`src/pco_consts.svh`:
```
// Offsets, field positions, reset values and source numbers of the
// pin-change port override block.
// Assumes inclusion by bare name from every file that needs them.
`ifndef PCO_CONSTS_SVH
`define PCO_CONSTS_SVH

// Register byte offsets on the APB window
`define PCO_CTRL_OFF 8'h00
`define PCO_MASK_H_OFF 8'h04
`define PCO_MASK_J_OFF 8'h08
`define PCO_LEVEL_OFF 8'h0C
`define PCO_INT_STAT_OFF 8'h10
`define PCO_INT_MASK_OFF 8'h14
`define PCO_DIE_OVR_OFF 8'h18
`define PCO_INFO_OFF 8'h1C

// Field positions
`define PCO_CTRL_GROUP_EN_BIT 0
`define PCO_INT_H_BIT 0
`define PCO_INT_J_BIT 1
`define PCO_LEVEL_J_LSB 8
`define PCO_INFO_J_PRESENT_BIT 16

// Reset values
`define PCO_CTRL_RST 1'h0
`define PCO_MASK_RST 8'h00
`define PCO_INT_MASK_RST 2'h0

// Pin-change source numbering
`define PCO_H_FIRST_SRC 8'h10
`define PCO_J_FIRST_SRC 8'h18
`define PCO_J_LAST_SRC 8'h1E

`endif

```
`src/pco_pkg.sv`:
```
// Types shared by the pin-change port override block.
// Assumes a plain APB master with 32-bit data.
package pco_pkg;

    // APB request from the master
    typedef struct packed {
        logic psel;
        logic penable;
        logic pwrite;
        logic [7:0] paddr;
        logic [31:0] pwdata;
    } pco_apb_req_type;

    // APB answer to the master
    typedef struct packed {
        logic pready;
        logic [31:0] prdata;
        logic pslverr;
    } pco_apb_rsp_type;

    // Override set handed to the port pad logic, one bit per pin
    typedef struct packed {
        logic [7:0] pullup_override_en;
        logic [7:0] pullup_override_val;
        logic [7:0] direction_override_en;
        logic [7:0] direction_override_val;
        logic [7:0] outvalue_override_en;
        logic [7:0] outvalue_override_val;
        logic [7:0] input_enable_override_en;
        logic [7:0] input_enable_override_val;
    } pco_ovr_type;

endpackage

```
`src/pco_port_ovr.sv`:
```
// Override and routing logic for one port whose pins feed pin-change
// sources. Assumes pins synchronous to clk, width of at most 8.
`timescale 1ns/1ps
module pco_port_ovr #(
    parameter int WIDTH = 8
) (
    // Clock and reset
    input wire logic clk,
    input wire logic resetn,
    // Pins and control
    input wire logic [WIDTH-1:0] pin_digital_input,
    input wire logic [WIDTH-1:0] pin_change_source_mask,
    input wire logic pin_change_group_enable,
    // Results
    output pco_pkg::pco_ovr_type ovr_ff,
    output logic [WIDTH-1:0] src_level_ff,
    output logic change_ff
);
    import pco_pkg::*;

    pco_ovr_type nxt_ovr;
    logic [7:0] die_en;

    initial begin
        if (WIDTH < 1 || WIDTH > 8) begin
            $error("pco_port_ovr: WIDTH must be 1 to 8");
        end
    end

    // Pins above WIDTH have no source and keep every override off
    assign die_en = 8'(pin_change_source_mask & {WIDTH{pin_change_group_enable}});

    // Pull-up, direction and output overrides never act on these pins
    always_comb begin
        nxt_ovr = '0; // see [RULE4] see [RULE7]
        nxt_ovr.input_enable_override_en = die_en; // see [RULE5] see [RULE8]
        nxt_ovr.input_enable_override_val = 8'h00;
    end

    // Registered so the pad sees glitch-free overrides
    always_ff @(posedge clk or negedge resetn) begin
        if (!resetn) begin
            ovr_ff <= '0;
        end else begin
            ovr_ff <= nxt_ovr;
        end
    end

    // Pin level forwarded to the detector, bit k is source first+k
    always_ff @(posedge clk or negedge resetn) begin
        if (!resetn) begin
            src_level_ff <= '0;
        end else begin
            src_level_ff <= pin_digital_input; // see [RULE6] see [RULE9]
        end
    end

    // Change on an enabled, unmasked pin; first edge after reset may
    // report pins that rest high, a small price for a constant reset
    always_ff @(posedge clk or negedge resetn) begin
        if (!resetn) begin
            change_ff <= 1'b0;
        end else begin
            change_ff <= |((pin_digital_input ^ src_level_ff)
                & die_en[WIDTH-1:0]);
        end
    end

endmodule

```
`src/pco_irq_bank.sv`:
```
// Sticky interrupt status with mask and one level interrupt output.
// Assumes clear requests arrive as one-cycle write-one-to-clear masks.
`timescale 1ns/1ps
module pco_irq_bank #(
    parameter int N = 2
) (
    // Clock and reset
    input wire logic clk,
    input wire logic resetn,
    // Events and software access
    input wire logic [N-1:0] event_in,
    input wire logic [N-1:0] clear,
    input wire logic [N-1:0] mask,
    // State
    output logic [N-1:0] status_ff,
    output logic irq_ff
);
    logic [N-1:0] nxt_status;

    initial begin
        if (N < 1) begin
            $error("pco_irq_bank: N must be at least 1");
        end
    end

    // Set wins over a clear in the same cycle, so no event is lost
    assign nxt_status = (status_ff & ~clear) | event_in;

    always_ff @(posedge clk or negedge resetn) begin
        if (!resetn) begin
            status_ff <= '0;
            irq_ff <= 1'b0;
        end else begin
            status_ff <= nxt_status;
            irq_ff <= |(nxt_status & mask);
        end
    end

endmodule

```
`src/pco_top.sv`:
```
// Pin-change port override block: APB registers, two port override
// units and the interrupt bank.
// Assumes an APB master on clk, pins already synchronous to clk.
//
// Behaviour
// [RULE1] First port bits 0-7 feed sources 16-23
// [RULE2] Second port bits 0-6 feed sources 24-30
// [RULE3] Second port exists only on large variants
// [RULE4] First port pull, direction, output overrides off
// [RULE5] First port input override: mask AND group
// [RULE6] First port pin level goes to detector
// [RULE7] Second port pull, direction, output overrides off
// [RULE8] Second port input override: mask AND group
// [RULE9] Second port pin level goes to detector
//
// The register offsets and the APB register port were chosen for this implementation.
`timescale 1ns/1ps
`include "pco_consts.svh"
module pco_top #(
    parameter int H_WIDTH = 8,
    parameter int J_WIDTH = 7,
    parameter bit HAS_PORT_J = 1'b1
) (
    // Clock and reset
    input wire logic clk,
    input wire logic resetn,
    // APB slave
    input wire pco_pkg::pco_apb_req_type apb_req,
    output pco_pkg::pco_apb_rsp_type apb_rsp,
    // First port pins
    input wire logic [7:0] port_h_pin_digital_input,
    output pco_pkg::pco_ovr_type port_h_ovr,
    // Second port pins
    input wire logic [6:0] port_j_pin_digital_input,
    output pco_pkg::pco_ovr_type port_j_ovr,
    // To the pin-change detector, bit k is source 16+k
    output logic [14:0] pin_change_level,
    // Interrupt
    output logic irq
);
    import pco_pkg::*;

    // Elaboration checks on the port shapes
    initial begin
        if (H_WIDTH != 8) begin
            $error("pco_top: first port must have 8 sources");
        end
        if (J_WIDTH != 7) begin
            $error("pco_top: second port must have 7 sources");
        end
    end

    // Software-visible state
    logic group_en_ff;
    logic [7:0] mask_h_ff;
    logic [6:0] mask_j_ff;
    logic [1:0] int_mask_ff;

    // APB answer registers
    logic pready_ff;
    logic [31:0] prdata_ff;
    logic pslverr_ff;
    logic [31:0] nxt_prdata;
    logic nxt_pslverr;

    // Decoded transfer phases
    logic access;
    logic wr_take;
    logic rd_prep;
    logic addr_hit;

    // Sub-unit results
    pco_ovr_type h_ovr;
    pco_ovr_type j_ovr;
    logic [7:0] h_level;
    logic [6:0] j_level;
    logic h_change;
    logic j_change;
    logic [1:0] int_stat;
    logic irq_int;
    logic [1:0] int_clear;
    logic [1:0] int_event;

    // The access phase lasts two cycles: pready rises on the second,
    // which gives the read mux a full cycle without a long path
    assign access = apb_req.psel & apb_req.penable;
    assign rd_prep = access & ~pready_ff;
    assign wr_take = access & pready_ff & apb_req.pwrite;

    // Known offsets; the second port mask is refused when it is absent
    always_comb begin
        case (apb_req.paddr)
            `PCO_CTRL_OFF: addr_hit = 1'b1;
            `PCO_MASK_H_OFF: addr_hit = 1'b1;
            `PCO_MASK_J_OFF: addr_hit = HAS_PORT_J;
            `PCO_LEVEL_OFF: addr_hit = 1'b1;
            `PCO_INT_STAT_OFF: addr_hit = 1'b1;
            `PCO_INT_MASK_OFF: addr_hit = 1'b1;
            `PCO_DIE_OVR_OFF: addr_hit = 1'b1;
            `PCO_INFO_OFF: addr_hit = 1'b1;
            default: addr_hit = 1'b0;
        endcase
    end

    // Read mux; reserved bits read as zero
    always_comb begin
        nxt_prdata = 32'h0000_0000;
        case (apb_req.paddr)
            `PCO_CTRL_OFF: begin
                nxt_prdata[`PCO_CTRL_GROUP_EN_BIT] = group_en_ff;
            end
            `PCO_MASK_H_OFF: begin
                nxt_prdata[7:0] = mask_h_ff;
            end
            `PCO_MASK_J_OFF: begin
                nxt_prdata[6:0] = mask_j_ff;
            end
            `PCO_LEVEL_OFF: begin
                nxt_prdata[7:0] = h_level;
                nxt_prdata[`PCO_LEVEL_J_LSB +: 7] = j_level;
            end
            `PCO_INT_STAT_OFF: begin
                nxt_prdata[1:0] = int_stat;
            end
            `PCO_INT_MASK_OFF: begin
                nxt_prdata[1:0] = int_mask_ff;
            end
            `PCO_DIE_OVR_OFF: begin
                nxt_prdata[7:0] = h_ovr.input_enable_override_en;
                nxt_prdata[`PCO_LEVEL_J_LSB +: 7] =
                    j_ovr.input_enable_override_en[6:0];
            end
            `PCO_INFO_OFF: begin
                nxt_prdata[7:0] = `PCO_H_FIRST_SRC;
                nxt_prdata[15:8] = HAS_PORT_J ? `PCO_J_LAST_SRC : 8'h00;
                nxt_prdata[`PCO_INFO_J_PRESENT_BIT] = HAS_PORT_J;
            end
            default: begin
                nxt_prdata = 32'h0000_0000;
            end
        endcase
    end

    // Unmapped offsets answer with an error, reads returning zero
    assign nxt_pslverr = ~addr_hit;

    // APB answer timing
    always_ff @(posedge clk or negedge resetn) begin
        if (!resetn) begin
            pready_ff <= 1'b0;
        end else begin
            pready_ff <= access & ~pready_ff;
        end
    end

    // Read data and error are captured in the first access cycle
    always_ff @(posedge clk or negedge resetn) begin
        if (!resetn) begin
            prdata_ff <= 32'h0000_0000;
            pslverr_ff <= 1'b0;
        end else if (rd_prep) begin
            prdata_ff <= apb_req.pwrite ? 32'h0000_0000 : nxt_prdata;
            pslverr_ff <= nxt_pslverr;
        end else if (!access) begin
            prdata_ff <= 32'h0000_0000;
            pslverr_ff <= 1'b0;
        end
    end

    assign apb_rsp.pready = pready_ff;
    assign apb_rsp.prdata = prdata_ff;
    assign apb_rsp.pslverr = pslverr_ff;

    // Group enable shared by both ports
    always_ff @(posedge clk or negedge resetn) begin
        if (!resetn) begin
            group_en_ff <= `PCO_CTRL_RST;
        end else if (wr_take && apb_req.paddr == `PCO_CTRL_OFF) begin
            group_en_ff <= apb_req.pwdata[`PCO_CTRL_GROUP_EN_BIT];
        end
    end

    // Source mask of the first port
    always_ff @(posedge clk or negedge resetn) begin
        if (!resetn) begin
            mask_h_ff <= `PCO_MASK_RST;
        end else if (wr_take && apb_req.paddr == `PCO_MASK_H_OFF) begin
            mask_h_ff <= apb_req.pwdata[7:0];
        end
    end

    // Source mask of the second port; held at zero when it is absent
    always_ff @(posedge clk or negedge resetn) begin
        if (!resetn) begin
            mask_j_ff <= 7'(`PCO_MASK_RST);
        end else if (HAS_PORT_J && wr_take
            && apb_req.paddr == `PCO_MASK_J_OFF) begin
            mask_j_ff <= apb_req.pwdata[6:0]; // see [RULE3]
        end
    end

    // Interrupt mask
    always_ff @(posedge clk or negedge resetn) begin
        if (!resetn) begin
            int_mask_ff <= `PCO_INT_MASK_RST;
        end else if (wr_take && apb_req.paddr == `PCO_INT_MASK_OFF) begin
            int_mask_ff <= apb_req.pwdata[1:0];
        end
    end

    // Write-one-to-clear pulse for the status bits
    assign int_clear = (wr_take && apb_req.paddr == `PCO_INT_STAT_OFF)
        ? apb_req.pwdata[1:0] : 2'h0;

    // First port: sources 16 to 23 in bit order
    pco_port_ovr #(
        .WIDTH(H_WIDTH)
    ) u_port_h (
        .clk(clk),
        .resetn(resetn),
        .pin_digital_input(port_h_pin_digital_input),
        .pin_change_source_mask(mask_h_ff),
        .pin_change_group_enable(group_en_ff),
        .ovr_ff(h_ovr),
        .src_level_ff(h_level), // see [RULE1]
        .change_ff(h_change)
    );

    // Second port only on the large variants; otherwise all quiet
    generate
        if (HAS_PORT_J) begin : g_port_j
            pco_port_ovr #(
                .WIDTH(J_WIDTH)
            ) u_port_j (
                .clk(clk),
                .resetn(resetn),
                .pin_digital_input(port_j_pin_digital_input),
                .pin_change_source_mask(mask_j_ff),
                .pin_change_group_enable(group_en_ff),
                .ovr_ff(j_ovr),
                .src_level_ff(j_level), // see [RULE2]
                .change_ff(j_change)
            );
        end else begin : g_no_port_j
            assign j_ovr = '0; // see [RULE3]
            assign j_level = 7'h00;
            assign j_change = 1'b0;
        end
    endgenerate

    // Each port raises its own sticky status bit
    assign int_event[`PCO_INT_H_BIT] = h_change;
    assign int_event[`PCO_INT_J_BIT] = j_change;

    pco_irq_bank #(
        .N(2)
    ) u_irq (
        .clk(clk),
        .resetn(resetn),
        .event_in(int_event),
        .clear(int_clear),
        .mask(int_mask_ff),
        .status_ff(int_stat),
        .irq_ff(irq_int)
    );

    // Outputs come straight from the sub-unit flip-flops; an absent second port gives zero
    assign port_h_ovr = h_ovr;
    assign port_j_ovr = j_ovr;
    // Source 16+k sits at bit k: first port low, second port high
    assign pin_change_level = {j_level, h_level}; // see [RULE1] see [RULE2]
    assign irq = irq_int;

endmodule

```
`config.mk`:
```
export PLATFORM = sky130hd
export DESIGN_NAME = pco_top
export DESIGN_NICKNAME = d
export VERILOG_FILES = /design/src/pco_pkg.sv /design/src/pco_port_ovr.sv /design/src/pco_irq_bank.sv /design/src/pco_top.sv
export VERILOG_INCLUDE_DIRS = /design/src
export SDC_FILE = /design/constraint.sdc
export NUM_CORES = 1
export LEC_CHECK = 0
export ABC_AREA = 0
export BUFFER_PORTS_ARGS = -buffer_cell sky130_fd_sc_hd__clkbuf_2
export CORE_AREA = 2 2 86 109
export DETAILED_ROUTE_END_ITERATION = 8
export DIE_AREA = 0 0 88 111
export GPL_TIMING_DRIVEN = 0
export PLACE_DENSITY = 0.85
export SYNTH_ARGS = -nofsm -noshare
export SYNTH_HDL_FRONTEND = slang
export SYNTH_SLANG_ARGS = --single-unit
```
`constraint.sdc`:
```
create_clock -name clk -period 5.3 [get_ports clk]
set_clock_uncertainty 0.2 [all_clocks]
set_input_delay 1.06 -clock clk [delete_from_list [all_inputs] [get_ports clk]]
set_output_delay 1.06 -clock clk [all_outputs]
set_load 0.01 [all_outputs]
```
==> key figures <==
STA
  – Slew Limit Fails: 0
  – Minimum hold slack: 0.274 ns
  – Final Hold Viols: 0
  – RSZ-0062 raised after global routing: false
  – Post-layout min period: 2.76 ns
  – Pin slew with the least headroom to its limit: 0.641 ns
  – Final Cycle Share: 52.1%
  – Setup ws final: 2.54 ns
  – Fmax: 362 MHz
  – Slew headroom: 56.9%
  – Setup TNS: 0 ns
  – Endpoints failing setup: 0

Placed design
  – Dpl hpwl: 7.96 mm
  – Place WS: 2.26 ns
  – Placed Cells: 721
  – Placer Congestion: 0.881
  – IO Port Bufs: 83

Logic synthesis
  – FF+latch count, synth: 71
  – Synth async-reset ratio: 100%
  – Syn Area/Cell: 10.6 µm²
  – Main synth FF type: dfrtp_1
  – Warnings from Yosys: 0
  – Register area share after synthesis: 43.6%
  – Synth Instances: 386
  – Yosys cell types: 40
  – Synthesized area: 4080 µm²
  – Post-synth EDFFs: 0

Drt
  – WL/cell: 13.8 µm
  – DR pass1 iterations: 4
  – Vias per std cell: 4.35
  – Initial DRC Count: 102
  – WL final: 10.1 mm
  – DRC viols: 0
  – Post-DRT Antenna Nets: 0
  – DR vias: 3203

Clock tree
  – Clock-pin slew on the worst setup and hold paths: 0.05 ns
  – Hold_buf cts: 0
  – Setup Fix Bufs, Post-CTS: 0
  – CTS Buf Count: 9
  – Post-cts resize count: 0
  – CTS tree: yes
  – Clock latency at the later pin of the worst-skew pair: 0.33 ns
  – Largest buffer count on any clock path: 2
  – CTS sink count: 71
  – Clock root buffer: clkbuf_16
  – H-tree levels: 3

Pwr
  – Combinational power share: 15.2%
  – Pwr Density: 243 nW/µm²
  – VDD IR-drop max: 0.248 mV
  – Switch Pwr: 0.326 mW
  – Sequential power share: 42.2%
  – Clock Power Share: 42.6%
  – Pint: 0.996 mW
  – Net Sw Frac: 24.7%
  – Leak Pwr: 3.06 nW

Layout
  – Commonest cells after routing, fill and taps aside: buf_4, conb_1, clkbuf_2, dfrtp_1
  – Final net count: 669
  – Fillers: 710
  – Layout area overhead: 33.3%
  – Share of layout cells above drive strength 1: 42.3%
  – Commonest non-fill, non-tap cell in the layout: buf_4
  – Fin cells: 736
  – Inserted Diodes: 0
  – Fin util: 61.5%

Worst setup path
  – CP max stage delay: 0.50 ns
  – Family with the most delay on the worst path: simple AND/OR/NAND/NOR gates
  – Worst reg2reg path startpoint: pready_ff$_DFF_PN0_
  – Cells along the critical path: clkbuf_2, nor3_1, and2_1, nor2b_1, buf_4, mux2_2
  – Crit Path Category: input port to flip-flop
  – Reg-to-reg slack, setup: 3.08 ns
  – CP Max Fanout: 8
  – Crit-path slowest cell: nor3_1
  – Arr. time, crit path: 2.78 ns
  – RR Endpoint: mask_j_ff[0]$_DFFE_PN0P_
  – Worst reg-to-reg path cell count: 5
  – WP buf/inv: 2
  – Critical Path Source Type: input port
  – Critical Path RT: 5.32 ns
  – Crit. End Element: flip-flop

Floorplanning
  – Io pins: 238
  – Die ar.: 9770 µm²
  – Die span in x: 88 µm
  – Number of placement rows: 39
  – Core Area: 8830 µm²
  – Chip Height: 111 µm
  – Starting density of the core: 46.2%

Global route
  – All-layer global routing usage: 21.0%
  – Total congestion overflow: 0
  – Global-route wire length before repair: 15.6 mm
  – Initial antenna violation count: 0
  – Vias in the first global route: 3124
  – Largest net degree at the start of global routing: 57

Flow run
  – Max-Cap Viols: 0

Outcome
  – Outcome: finished clean

Hold path
  – Hold-critical path endpoint: prdata_ff[0]$_DFFE_PN0P_
  – Hold Path Depth: 2
  – Hold_sp: prdata_ff[0]$_DFFE_PN0P_
  – Worst Hold Class: flip-flop to flip-flop
[area by class of cell]
type	count	area, µm²	share of cell area [%]
Multi-Input combinational cell	298	1730	31.8
Sequential cell	71	1780	32.7
Timing Repair Buffer	84	445	8.20
Clock buffer	15	278	5.11
Tap cell	123	154	2.83
Buffer	144	1050	19.3
Inverter	1	3.75	0.0691
[cells in the mapped netlist, drive strengths merged (2+ instances only)]
| library cell | instances | share of area (%) |
|---|---|---|
| a21oi | 6 | 0.74 |
| a22o | 7 | 1.5 |
| a22oi | 10 | 1.8 |
| a32oi | 5 | 1.1 |
| and2 | 17 | 2.6 |
| buf | 135 | 25 |
| clkbuf | 9 | 0.86 |
| dfrtp | 71 | 44 |
| mux2 | 22 | 6.1 |
| mux2i | 4 | 0.98 |
| nand2 | 22 | 2.0 |
| nand2b | 3 | 0.46 |
| nand3 | 4 | 0.80 |
| nand4 | 2 | 0.31 |
| nor2 | 7 | 0.64 |
| nor2b | 5 | 0.77 |
| nor3 | 4 | 0.61 |
| nor4 | 4 | 0.98 |
| o21ai | 13 | 1.6 |
| o31ai | 7 | 1.3 |
| or3 | 2 | 0.31 |
| xor2 | 15 | 3.2 |
[routing by layer]
metal | wire length [µm] | vias to the layer above | GRT usage [%]
met2 | 5300 | 207 | 36.0
li1 | - | 1503 | -
met3 | 1010 | 26 | 5.36
met4 | 391 | 0 | 12.3
met1 | 3450 | 1467 | 22.6
met5 | 0 | - | 0
[state kept, by name (all words and copies together), names as in the netlist, 2 cells and up]
name                            count
g_port_j.u_port_j.ovr_ff            7
mask_j_ff                           7
prdata_ff                          16
g_port_j.u_port_j.src_level_ff      7
u_irq.status_ff                     2
mask_h_ff                           8
int_mask_ff                         2
u_port_h.src_level_ff               8
u_port_h.ovr_ff                     8
[cell families after synthesis]
group	count (synthesis)	synth area share (%)
buffers and inverters	145	25.8
and+or+nand+nor	73	10.4
DFF	71	43.6
AOI/OAI and AO/OA	54	9.27
muxes	27	7.61
xor gates and xnor gates	15	3.22
other	1	0.0920
[power groups by stage]
stage	combinational (mW)	sequential [mW]	clock, mW
2_1_floorplan	0.143	0.568	0
3_3_place_gp	0.188	0.567	0
3_5_place_dp	0.193	0.567	0
4_1_cts	0.194	0.558	0.567
5_1_grt	0.220	0.559	0.594
6_report	0.201	0.558	0.564
[worst max path at each step]
stage                                          end  slack (ns)   startpoint  depth (start not counted)
final                     mask_h_ff[7]$_DFFE_PN0P_        2.54  apb_req[36]                          6
after detailed placement  mask_h_ff[0]$_DFFE_PN0P_        2.26  apb_req[33]                          6
after global routing      mask_h_ff[7]$_DFFE_PN0P_        2.52  apb_req[36]                          6
after global placement    mask_h_ff[1]$_DFFE_PN0P_        2.26  apb_req[33]                          6
after floorplan           mask_h_ff[0]$_DFFE_PN0P_        2.62  apb_req[36]                          6
after CTS                 mask_h_ff[7]$_DFFE_PN0P_        2.57  apb_req[36]                          6
[worst min-delay path, cell delays in order, from the launching register on]
cell     delay, ns
dfrtp_1       0.35
nand2_1       0.05
nand2_1       0.05
[per-stage QoR]
stage	power, mW	area, µm²
final	1.32	5430
after global routing	1.37	5430
after CTS	1.32	5430
after detailed placement	0.760	5160
after global placement	0.755	5130
after floorplan	0.711	4560
No activity file was read; power rests on OpenSTA's default activity.
